$ cat src/esc_pkg.sv
package esc_pkg;

  // ****************************************************************
  // Register map
  // ****************************************************************
  localparam int unsigned NUM_SPACES             = 4;
  localparam logic [11:0] OFS_SPACE_WIDTH_SELECT = 12'h000;
  localparam logic [11:0] OFS_SPACE_CYCLE_TIMING = 12'h004;

  // Reset values, applied by power-on reset and hardware standby only
  localparam logic [15:0] RST_SPACE_WIDTH_SELECT = 16'h000F;
  localparam logic [15:0] RST_SPACE_CYCLE_TIMING = 16'hFFFF;

  // ****************************************************************
  // Field positions
  // ****************************************************************
  localparam int unsigned POS_SPACE_WIDTH = 0;
  localparam int unsigned POS_IDLE        = 8;
  localparam int unsigned POS_SAME_IDLE   = 4;
  localparam int unsigned POS_ASSERT_EXT  = 0;
  localparam int unsigned IDLE_FIELD_W    = 2;

  // Saturation value of the elapsed idle counter
  localparam logic [1:0]  IDLE_COUNT_MAX  = 2'h3;

  // ****************************************************************
  // Bus cycle sequencer states, Gray coded along the access path
  // ****************************************************************
  typedef enum logic [2:0] {
    ESC_ST_IDLE   = 3'h0,
    ESC_ST_GAP    = 3'h1,
    ESC_ST_PRE    = 3'h3,
    ESC_ST_STROBE = 3'h2,
    ESC_ST_POST   = 3'h6
  } esc_state_e;

endpackage

$ cat src/esc_gap.sv
module esc_gap (
  input  wire logic [15:0] timing,
  input  wire logic        prev_valid,
  input  wire logic        prev_read,
  input  wire logic [1:0]  prev_space,
  input  wire logic [1:0]  next_space,
  input  wire logic        next_write,
  input  wire logic [1:0]  elapsed,
  output logic      [1:0]  remaining
);

  // ****************************************************************
  // Idle cycles still owed before the next access may start
  // ****************************************************************

  logic [1:0] iw;
  logic [1:0] cw;
  logic [1:0] need;

  // Fields of the previous space, then the gap it demands
  always_comb begin
    iw   = timing[esc_pkg::POS_IDLE + esc_pkg::IDLE_FIELD_W * prev_space +: 2];
    cw   = {1'b0, timing[esc_pkg::POS_SAME_IDLE + prev_space]};
    need = 2'h0;
    if (prev_valid) begin
      if (prev_space != next_space) begin
        need = prev_read ? iw : 2'h0;
      end else if (prev_read && next_write) begin
        need = (iw > cw) ? iw : cw;
      end else begin
        need = cw;
      end
    end
    // Idle cycles already spent on the bus count toward the gap
    remaining = (need > elapsed) ? 2'(need - elapsed) : 2'h0;
  end

endmodule

$ cat src/esc_space_timing.sv
// Contract
// - Width register 16 bits, resets 0x000F on power-on; manual reset keeps it.
// - Width register bits 15 to 4 always read zero.
// - Width bit n: 0 gives byte bus, 1 gives word bus; resets word.
// - Space 0 width from register only with ROM enabled, else mode pin.
// - Timing register 16 bits, resets 0xFFFF on power-on; manual reset keeps it.
// - After a read, access to another space gets the programmed idle cycles.
// - Same-space read followed by write also gets idle cycles.
// - Idle count comes from the previous access's space.
// - Two-bit idle field per space in bits 15:8; codes give 0 to 3.
// - Same-space idle bit adds one chip-select-off cycle between accesses.
// - Same-space write after read inserts the larger of both idle counts.
// - Assert extension adds one cycle before and after each strobe.
// - Strobes never outlast the accessed space's chip select.
module esc_space_timing (
  input  wire logic        pclk,
  input  wire logic        presetn,
  input  wire logic        manual_rst_n,
  input  wire logic        psel,
  input  wire logic        penable,
  input  wire logic        pwrite,
  input  wire logic [11:0] paddr,
  input  wire logic [31:0] pwdata,
  input  wire logic [3:0]  pstrb,
  output logic      [31:0] prdata,
  output logic             pready,
  output logic             pslverr,
  input  wire logic        rom_enabled,
  input  wire logic        mode_space0_word,
  input  wire logic        acc_valid,
  input  wire logic [1:0]  acc_space,
  input  wire logic        acc_write,
  input  wire logic        acc_upper,
  input  wire logic        acc_lower,
  output logic             acc_ready,
  output logic      [3:0]  space_select_n,
  output logic             read_strobe_n,
  output logic             write_strobe_upper_n,
  output logic             write_strobe_lower_n,
  output logic             bus_word
);

  // ****************************************************************
  // State
  // ****************************************************************

  typedef struct packed {
    logic [3:0]          width;
    logic [15:0]         timing;
    logic [31:0]         prdata;
    logic                pready;
    logic                pslverr;
    esc_pkg::esc_state_e st;
    logic [1:0]          gap_cnt;
    logic [1:0]          elapsed;
    logic                prev_valid;
    logic                prev_read;
    logic [1:0]          prev_space;
    logic [1:0]          cur_space;
    logic                cur_write;
    logic                cur_upper;
    logic                cur_lower;
    logic                cur_ext;
    logic [3:0]          cs_n;
    logic                rd_n;
    logic                wru_n;
    logic                wrl_n;
    logic                word;
    logic                ready;
  } esc_regs_s;

  localparam esc_regs_s RESET_VAL = '{
    width:   esc_pkg::RST_SPACE_WIDTH_SELECT[3:0],
    timing:  esc_pkg::RST_SPACE_CYCLE_TIMING,
    st:      esc_pkg::ESC_ST_IDLE,
    cs_n:    4'hF,
    rd_n:    1'b1,
    wru_n:   1'b1,
    wrl_n:   1'b1,
    word:    1'b1,
    ready:   1'b1,
    default: '0
  };

  esc_regs_s q;
  esc_regs_s d;

  logic       apb_setup;
  logic       apb_wr;
  logic       hit_width;
  logic       hit_timing;
  logic       take;
  logic [1:0] elapsed_eff;
  logic [1:0] gap_rem;
  logic       ext_new;
  logic       word_new;

  // ****************************************************************
  // Decode and access launch terms
  // ****************************************************************

  // Register hits and handshake qualifiers
  assign apb_setup   = psel && !penable;
  assign apb_wr      = psel && penable && q.pready && pwrite;
  assign hit_width   = (paddr == esc_pkg::OFS_SPACE_WIDTH_SELECT);
  assign hit_timing  = (paddr == esc_pkg::OFS_SPACE_CYCLE_TIMING);
  assign take        = acc_valid && q.ready;

  // The idle cycle in which a request is taken already counts as bus idle
  assign elapsed_eff = (q.st != esc_pkg::ESC_ST_IDLE) ? 2'h0 :
                       (q.elapsed == esc_pkg::IDLE_COUNT_MAX) ? esc_pkg::IDLE_COUNT_MAX :
                       2'(q.elapsed + 2'h1);

  // Per-space options for the incoming access
  assign ext_new  = q.timing[esc_pkg::POS_ASSERT_EXT + acc_space];
  assign word_new = (acc_space == 2'h0 && !rom_enabled) ? mode_space0_word :
                    q.width[esc_pkg::POS_SPACE_WIDTH + acc_space];

  // Gap owed to the access that finished last
  esc_gap u_gap (
    .timing     (q.timing),
    .prev_valid (q.prev_valid),
    .prev_read  (q.prev_read),
    .prev_space (q.prev_space),
    .next_space (acc_space),
    .next_write (acc_write),
    .elapsed    (elapsed_eff),
    .remaining  (gap_rem)
  );

  // ****************************************************************
  // Next state
  // ****************************************************************

  // Register file, sequencer and pin shaping
  always_comb begin
    d = q;

    // APB answers one cycle after setup with data captured at setup
    d.pready = apb_setup;
    if (apb_setup) begin
      d.pslverr = !(hit_width || hit_timing);
      if (hit_width) begin
        d.prdata = {28'h0000000, q.width};
      end else if (hit_timing) begin
        d.prdata = {16'h0000, q.timing};
      end else begin
        d.prdata = 32'h00000000;
      end
    end
    // Upper width bits are dropped; software must not change it after init
    if (apb_wr && hit_width && pstrb[0]) begin
      d.width = pwdata[3:0];
    end
    if (apb_wr && hit_timing && pstrb[0]) begin
      d.timing[7:0] = pwdata[7:0];
    end
    if (apb_wr && hit_timing && pstrb[1]) begin
      d.timing[15:8] = pwdata[15:8];
    end

    // Sequencer moves on when no new request is taken
    unique case (q.st)
      esc_pkg::ESC_ST_IDLE: begin
        if (q.elapsed != esc_pkg::IDLE_COUNT_MAX) begin
          d.elapsed = 2'(q.elapsed + 2'h1);
        end
      end
      esc_pkg::ESC_ST_GAP: begin
        if (q.gap_cnt == 2'h1) begin
          d.st = q.cur_ext ? esc_pkg::ESC_ST_PRE : esc_pkg::ESC_ST_STROBE;
        end else begin
          d.gap_cnt = 2'(q.gap_cnt - 2'h1);
        end
      end
      esc_pkg::ESC_ST_PRE: begin
        d.st = esc_pkg::ESC_ST_STROBE;
      end
      esc_pkg::ESC_ST_STROBE: begin
        d.elapsed = 2'h0;
        d.st      = q.cur_ext ? esc_pkg::ESC_ST_POST : esc_pkg::ESC_ST_IDLE;
      end
      esc_pkg::ESC_ST_POST: begin
        d.elapsed = 2'h0;
        d.st      = esc_pkg::ESC_ST_IDLE;
      end
    endcase

    // A taken request starts with its owed gap, then the optional lead cycle
    if (take) begin
      d.cur_space = acc_space;
      d.cur_write = acc_write;
      d.cur_upper = acc_upper;
      d.cur_lower = acc_lower;
      d.cur_ext   = ext_new;
      d.word      = word_new;
      d.elapsed   = 2'h0;
      if (gap_rem != 2'h0) begin
        d.st      = esc_pkg::ESC_ST_GAP;
        d.gap_cnt = gap_rem;
      end else begin
        d.st      = ext_new ? esc_pkg::ESC_ST_PRE : esc_pkg::ESC_ST_STROBE;
      end
    end

    // The access in its strobe cycle becomes the reference for the next gap
    if (d.st == esc_pkg::ESC_ST_STROBE) begin
      d.prev_valid = 1'b1;
      d.prev_read  = !d.cur_write;
      d.prev_space = d.cur_space;
    end

    // Manual reset stops the bus but leaves both registers alone
    if (!manual_rst_n) begin
      d.st         = esc_pkg::ESC_ST_IDLE;
      d.elapsed    = 2'h0;
      d.gap_cnt    = 2'h0;
      d.prev_valid = 1'b0;
    end

    // Pins follow the next state so that they leave flip-flops directly
    d.cs_n = 4'hF;
    if (d.st == esc_pkg::ESC_ST_PRE || d.st == esc_pkg::ESC_ST_STROBE || d.st == esc_pkg::ESC_ST_POST) begin
      d.cs_n[d.cur_space] = 1'b0;
    end
    d.rd_n  = !(d.st == esc_pkg::ESC_ST_STROBE && !d.cur_write);
    d.wru_n = !(d.st == esc_pkg::ESC_ST_STROBE && d.cur_write && d.cur_upper && d.word);
    d.wrl_n = !(d.st == esc_pkg::ESC_ST_STROBE && d.cur_write &&
                (d.word ? d.cur_lower : (d.cur_lower || d.cur_upper)));
    d.ready = (d.st == esc_pkg::ESC_ST_IDLE) || (d.st == esc_pkg::ESC_ST_POST) ||
              (d.st == esc_pkg::ESC_ST_STROBE && !d.cur_ext);
  end

  // Power-on reset and hardware standby reach every flip-flop
  always_ff @(posedge pclk or negedge presetn) begin
    if (!presetn) begin
      q <= RESET_VAL;
    end else begin
      q <= d;
    end
  end

  // ****************************************************************
  // Outputs
  // ****************************************************************

  // Straight from the state register
  assign prdata               = q.prdata;
  assign pready               = q.pready;
  assign pslverr              = q.pslverr;
  assign acc_ready            = q.ready;
  assign space_select_n       = q.cs_n;
  assign read_strobe_n        = q.rd_n;
  assign write_strobe_upper_n = q.wru_n;
  assign write_strobe_lower_n = q.wrl_n;
  assign bus_word             = q.word;

  // ****************************************************************
  // Checks
  // ****************************************************************

  logic [2:0] h_idle_run;
  logic       h_all_high;
  logic       h_seen;
  logic       h_last_read;
  logic [1:0] h_last_space;
  logic       h_strobe;
  logic       h_cs_start;
  logic       h_width_sel;
  logic [1:0] h_last_iw;
  logic       h_last_cw;

  // Helper terms seen from the pins and read from the width and timing registers
  assign h_strobe    = !read_strobe_n || !write_strobe_upper_n || !write_strobe_lower_n;
  assign h_cs_start  = h_all_high && !(&space_select_n);
  assign h_width_sel = q.width[acc_space];
  assign h_last_iw   = q.timing[esc_pkg::POS_IDLE + esc_pkg::IDLE_FIELD_W * h_last_space +: 2];
  assign h_last_cw   = q.timing[esc_pkg::POS_SAME_IDLE + h_last_space];

  // Run of chip-select-off cycles and the last strobed access
  always_ff @(posedge pclk or negedge presetn) begin
    if (!presetn) begin
      h_idle_run   <= 3'h0;
      h_all_high   <= 1'b1;
      h_seen       <= 1'b0;
      h_last_read  <= 1'b0;
      h_last_space <= 2'h0;
    end else begin
      h_all_high <= &space_select_n;
      if (&space_select_n) begin
        h_idle_run <= (h_idle_run == 3'h7) ? 3'h7 : 3'(h_idle_run + 3'h1);
      end else begin
        h_idle_run <= 3'h0;
      end
      if (!manual_rst_n) begin
        h_seen <= 1'b0;
      end else if (h_strobe) begin
        h_seen       <= 1'b1;
        h_last_read  <= !read_strobe_n;
        h_last_space <= q.cur_space;
      end
    end
  end
endmodule

$ cat config.mk
export PLATFORM = sky130hd
export DESIGN_NAME = esc_space_timing
export DESIGN_NICKNAME = d
export VERILOG_FILES = /design/src/esc_pkg.sv /design/src/esc_gap.sv /design/src/esc_space_timing.sv
export SDC_FILE = /design/constraint.sdc
export NUM_CORES = 1
export LEC_CHECK = 0
export ABC_CLOCK_PERIOD_IN_PS = 4300
export BUFFER_PORTS_ARGS = -buffer_cell sky130_fd_sc_hd__buf_2
export CAP_MARGIN = 30
export CORE_ASPECT_RATIO = 0.9
export CORE_UTILIZATION = 45
export CTS_BUF_LIST = sky130_fd_sc_hd__clkbuf_2 sky130_fd_sc_hd__clkbuf_4 sky130_fd_sc_hd__clkbuf_8
export CTS_CLUSTER_SIZE = 25
export DETAILED_ROUTE_END_ITERATION = 12
export PLACE_DENSITY = 0.75
export SYNTH_ARGS = -nofsm -noshare
export SYNTH_HDL_FRONTEND = slang
export SYNTH_SLANG_ARGS = --single-unit
$ cat constraint.sdc
create_clock -name pclk -period 4.3 [get_ports pclk]
set_clock_uncertainty 0.05 [all_clocks]
set_input_delay 0.645 -clock pclk [delete_from_list [all_inputs] [get_ports pclk]]
set_output_delay 0.645 -clock pclk [all_outputs]
set_load 0.05 [all_outputs]
Yosys cells after proc, flatten, opt, wreduce, memory -nomap -nowiden
Cells that the tools add are included.
{"block": "op_classes", "add_sub_neg": 5, "magnitude_cmp": 7, "n_eq_ne": 16, "shifts": 1, "muxes": 37, "bitwise_logic": 1, "reduce_logical": 41}
{"operator": "16-bit by 33-bit indexed part select with 2-bit output", "n": 1}
{"operator": "32-bit by 5-bit less-than comparator with 1-bit output (second input constant)", "n": 1}
{"operator": "16-bit 2-to-1 mux", "n": 2}
{"operator": "2-bit 2-to-1 mux", "n": 13}
{"operator": "1-bit logical AND", "n": 19}
{"operator": "3-bit by 2-bit == test with 1-bit output (second input constant)", "n": 5}
{"operator": "12-bit by 3-bit == test with 1-bit output (second input constant)", "n": 1}
{"operator": "12-bit zero test", "n": 1}
{"operator": "3-bit case mux with 4 select lines", "n": 1}
{"operator": "1-bit 2-to-1 mux", "n": 9}
{"operator": "1-bit zero test", "n": 8}
{"operator": "4-bit 2-to-1 mux", "n": 2}
{"operator": "8-bit 2-to-1 mux", "n": 1}
{"operator": "7-bit 2-to-1 mux", "n": 1}
{"operator": "3-bit == test (second input constant)", "n": 2}
{"operator": "3-bit zero test", "n": 2}
{"operator": "1-bit logical OR", "n": 6}
{"operator": "2-bit by 3-bit less-than comparator with 1-bit output (second input constant)", "n": 2}
{"operator": "3-bit 2-to-1 mux", "n": 2}
{"operator": "6-bit 2-to-1 mux", "n": 1}
{"operator": "4-bit by 3-bit adder with 5-bit output (first input constant)", "n": 1}
{"operator": "2-bit by 5-bit less-than comparator with 1-bit output (second input constant)", "n": 1}
{"operator": "3-bit by 2-bit adder with 4-bit output (first input constant)", "n": 1}
{"operator": "1-bit binary-select mux with 2-bit select", "n": 2}
{"operator": "other kinds (23)", "n": 23}
{"block": "totals", "regBits": 80, "inputBits": 62, "output_inout_bits": 43, "word_cells": 131}

Depth between registers and ports, before layout
{"block": "logic_depth", "ltp_word": 21, "ltp_mapped": 17, "depth_no_buf": 16}

By module
A second synthesis with hierarchy kept.
{"block": "unflattened", "cells_unflattened": 293, "hier_area_um2": 3393.3}
{"mod": "esc_space_timing", "instances": 1, "cells_per_inst": 265, "area_each_um2": 3110.5, "seq_area_each_um2": 1637.8}
{"mod": "esc_gap", "instances": 1, "cells_per_inst": 28, "area_each_um2": 282.8, "seq_area_each_um2": 0.0}

Worst setup path before layout
Ideal clock, no wire load.
{"block": "synth_timing", "path_type": "register to register", "startpoint": "reg q[15] (netlist name)", "endpoint": "reg q, in the netlist write_strobe_lower_n", "setup_ns": 0.088, "t_arrival_ns": 3.902, "required_time_ns": 4.162, "setup_slack_ns": 0.260, "stages_incl_launch_ff": 16, "n_path_buf": 1, "synth_period_minus_slack_ns": 4.040, "cell_sequence": "dfrtp_1 > clkbuf_1 > mux4_2 > ha_1 > nor2_1 > o211ai_1 > o31a_1 > o21ai_0 > nand2_1 > ha_1 > fa_1 > o21ai_0 > a211oi_2 > nor3_1 > or3_1 > or3_1"}
{"item": "from (decl)", "line": "esc_space_timing.sv:85", "text": "esc_regs_s q;"}
{"item": "from (signal assigned)", "line": "esc_space_timing.sv:237", "text": "q <= RESET_VAL;"}
{"item": "from (signal assigned)", "line": "esc_space_timing.sv:239", "text": "q <= d;"}

==> impl_metrics.csv <==
group,metric,value,unit
run_status,status,"complete, no violations",
synthesis,syn_inst,290,
synthesis,syn-cell-area,3291,um2
layout,diodes,0,
die,die_w,92.14,um
synthesis,synthTopCellsByCount,"36 x buf_4, 35 x dfrtp_1, 29 x dfstp_2, 25 x mux2_2, 22 x nand2_1",
die,initial_core_util,46.51,%
detailed_routing,initialDrtViolationCount,77,
worst_setup_path,cp.required,4500,ps
timing,hold-worst-slack,137.0,ps
clock_network,h-tree-depth,3,
global_routing,overflow,0,
synthesis,async_flop_share,100.0,%
layout,final.fill_count,654,
worst_setup_path,critPathKind,"flip-flop to flip-flop",
placement,numPortBuffers,70,
synthesis,synth_top_area_cell,"dfrtp_1",
layout,num-nets-final,417,
layout,layoutNonFillerInstCount,444,
die,die_y,83.13,um
synthesis,synth_warnings,0,
timing,setup_slack,165.2,ps
timing,post-route-period-util,96.16,%
synthesis,synth_edf_count,0,
clock_network,clock_path_buffers,2,
worst_setup_path,reg2reg_slack,170,ps
synthesis,ys_top_cells_by_area,"dfrtp_1 27%, dfstp_2 23%, mux2_2 8.6%, buf_4 8.2%, a22o_1 3.2%",
timing,period_minus_slack,4135,ps
synthesis,ys_ff_latch,64,
timing,max_freq,241.9,MHz
clock_network,clock_sinks,64,
synthesis,yosysSeqAreaShare,49.77,%
timing,finalSetupViolations,0,
timing,slew_headroom,52.04,%
clock_network,hold_buffers,0,
worst_setup_path,crit_path_end_kind,"flip-flop",
die,rows,29,
clock_network,path_clk_slew,70,ps
layout,fin_area,3755,um2
power_and_ir_drop,ir_drop,0.2831,mV
worst_setup_path,r2r_start,"q[15]$_DFFE_PN0N_",
synthesis,ys.flop_type,"dfrtp_1",
worst_setup_path,arrival,4340,ps
timing,worst_pin_slew,719.3,ps
global_routing,grt_pass1_wl,10930,um
placement,gp_congestion,0.8044,
timing,slew_violations,0,
worst_setup_path,critPathMaxFanout,3,
layout,seqCellArea,1638,um2
detailed_routing,wire_per_inst,14.61,um
synthesis,synth_most_common_cell,"buf_4",
die,core,7076,um2
layout,drive_gt1_share,43.02,%
global_routing,grt.total_usage,18.83,%
detailed_routing,first_pass_iters,6,
timing,tns,0,ps
layout,multi_input_area,1345,um2
worst_setup_path,startpoint,"q[15]$_DFFE_PN0N_",
timing,report.final.hold_viol_count,0,
clock_network,cts_buffers,9,
synthesis,synth_top_cell_area_share,26.62,%
global_routing,grt_pass1_vias,2316,
global_routing,grt_max_degree,33,
die,die_area,7659,um2
worst_hold_path,hp-class,"primary input to asynchronous set/reset pin",
synthesis,ys_types,42,
detailed_routing,routed_wl,6487,um
job,drv_cap,0,
global_routing,antenna_found_initial,0,
die,ios,105,
power_and_ir_drop,power_leakage,0.001809,uW
clock_network,cts-root-buf,"clkbuf_8",
placement,placed_area,3556,um2
placement,hpwl,4977,um
synthesis,syn_area_per_cell,11.35,um2
placement,pre_cts_slack,149.2,ps
clock_network,clk_latency,350,ps
worst_setup_path,cp-start-kind,"flip-flop",
detailed_routing,antenna_left,0,
placement,dp.cells,427,
timing,rsz0062_at_grt,"false",
power_and_ir_drop,power_density,421.1,nW/um2
layout,syn_to_final_growth,14.11,%
detailed_routing,via_per_inst,5.155,
clock_network,cts_tree,"yes",
detailed_routing,num_vias,2289,
detailed_routing,drc_errors,0,
logic make-up (layout without fill, tap and decap cells):
kind of cell | Yosys count | in the layout | share of synthesized area (%)
xor gates and xnor gates | 3 | 3 | 0.7986
muxes | 39 | 39 | 14.45
AOI/OAI and AO/OA | 42 | 42 | 9.126
adders and majority gates | 9 | 9 | 3.650
and+or+nand+nor | 71 | 71 | 11.03
buffers and inverters | 61 | 107 | 11.06
DFF | 64 | 64 | 49.77
other | 1 | 16 | 0.1140
registers in the layout (all words and copies together), names as in the netlist:
register              flops
q                        37
read_strobe_n             1
acc_ready                 1
bus_word                  1
write_strobe_lower_n      1
write_strobe_upper_n      1
space_select_n            4
prdata                   16
pready                    1
pslverr                   1
final cells by class:
class	instances	share of cell area (%)
sequential	64	43.62
multi-input combinational	180	35.82
timing repair buffer	76	10.86
clock buffer	10	3.499
tap	93	3.099
clock inverter	6	1.599
inverter	15	1.500
worst max-delay path: stages, from the launching register on:
cell and delay [ps]:
dfrtp_1 370, mux4_2 520, ha_1 310, nor2_1 120
o211ai_1 110, o31a_1 260, o21ai_0 170, nand2_1 80
ha_1 210, fa_1 530, o21ai_1 110, a211oi_2 260
nor3_1 130, or3_1 400, or3_1 410
per-layer routing:
metal / global-route usage (%) / vias to the layer above / part of all wire (%)
met3: 6.593 / 11 / 4.9
met5: 0 / - / 0
met1: 24.77 / 1128 / 46
met2: 28.49 / 70 / 48
li1: - / 1080 / -
met4: 7.528 / 0 / 1.9
metrics by stage:
step	util [%]	total power, uW
finish	53.07	1581
CTS	52.96	1587
global route	53.07	1669
detailed placement	50.26	1079
global placement	49.97	1061
floorplan	-	985.4
report_power, final:
part	internal, uW	leakage, uW	switching [uW]
clock network	271	0.0000955	232
registers	654	0.000762	34.1
logic	149	0.000952	241
layout by cell type, fill, tap and decap left out, types with 10 or more instances in the layout:
cell type   n
nand2_1    22
a22o_1     12
mux2i_1    10
dfstp_2    29
inv_1      15
mux2_2     25
nor2_1     12
conb_1     16
dfrtp_1    35
buf_2      70
final timing paths:
| path | depth (start not counted) | to |
|---|---|---|
| min in group pclk | 2 | q[10]$_DFF_PN0_ |
| setup reg to reg | 14 | write_strobe_lower_n$_DFF_PN1_ |
| hold / removal | 1 | q[19]$_DFFE_PN0P_ |
| setup / recovery | 14 | write_strobe_lower_n$_DFF_PN1_ |
| max in group asynchronous | 3 | q[60]$_DFFE_PN1P_ |
| hold reg to reg | 2 | q[10]$_DFF_PN0_ |
timing repair:
item / CTS / global route
resized for setup: 0 / 2
setup buffers: 0 / 1
endpoints found under the hold margin: 0 / 0
setup endpoints to repair: 0 / 1
(Power assumes the default switching activity.)
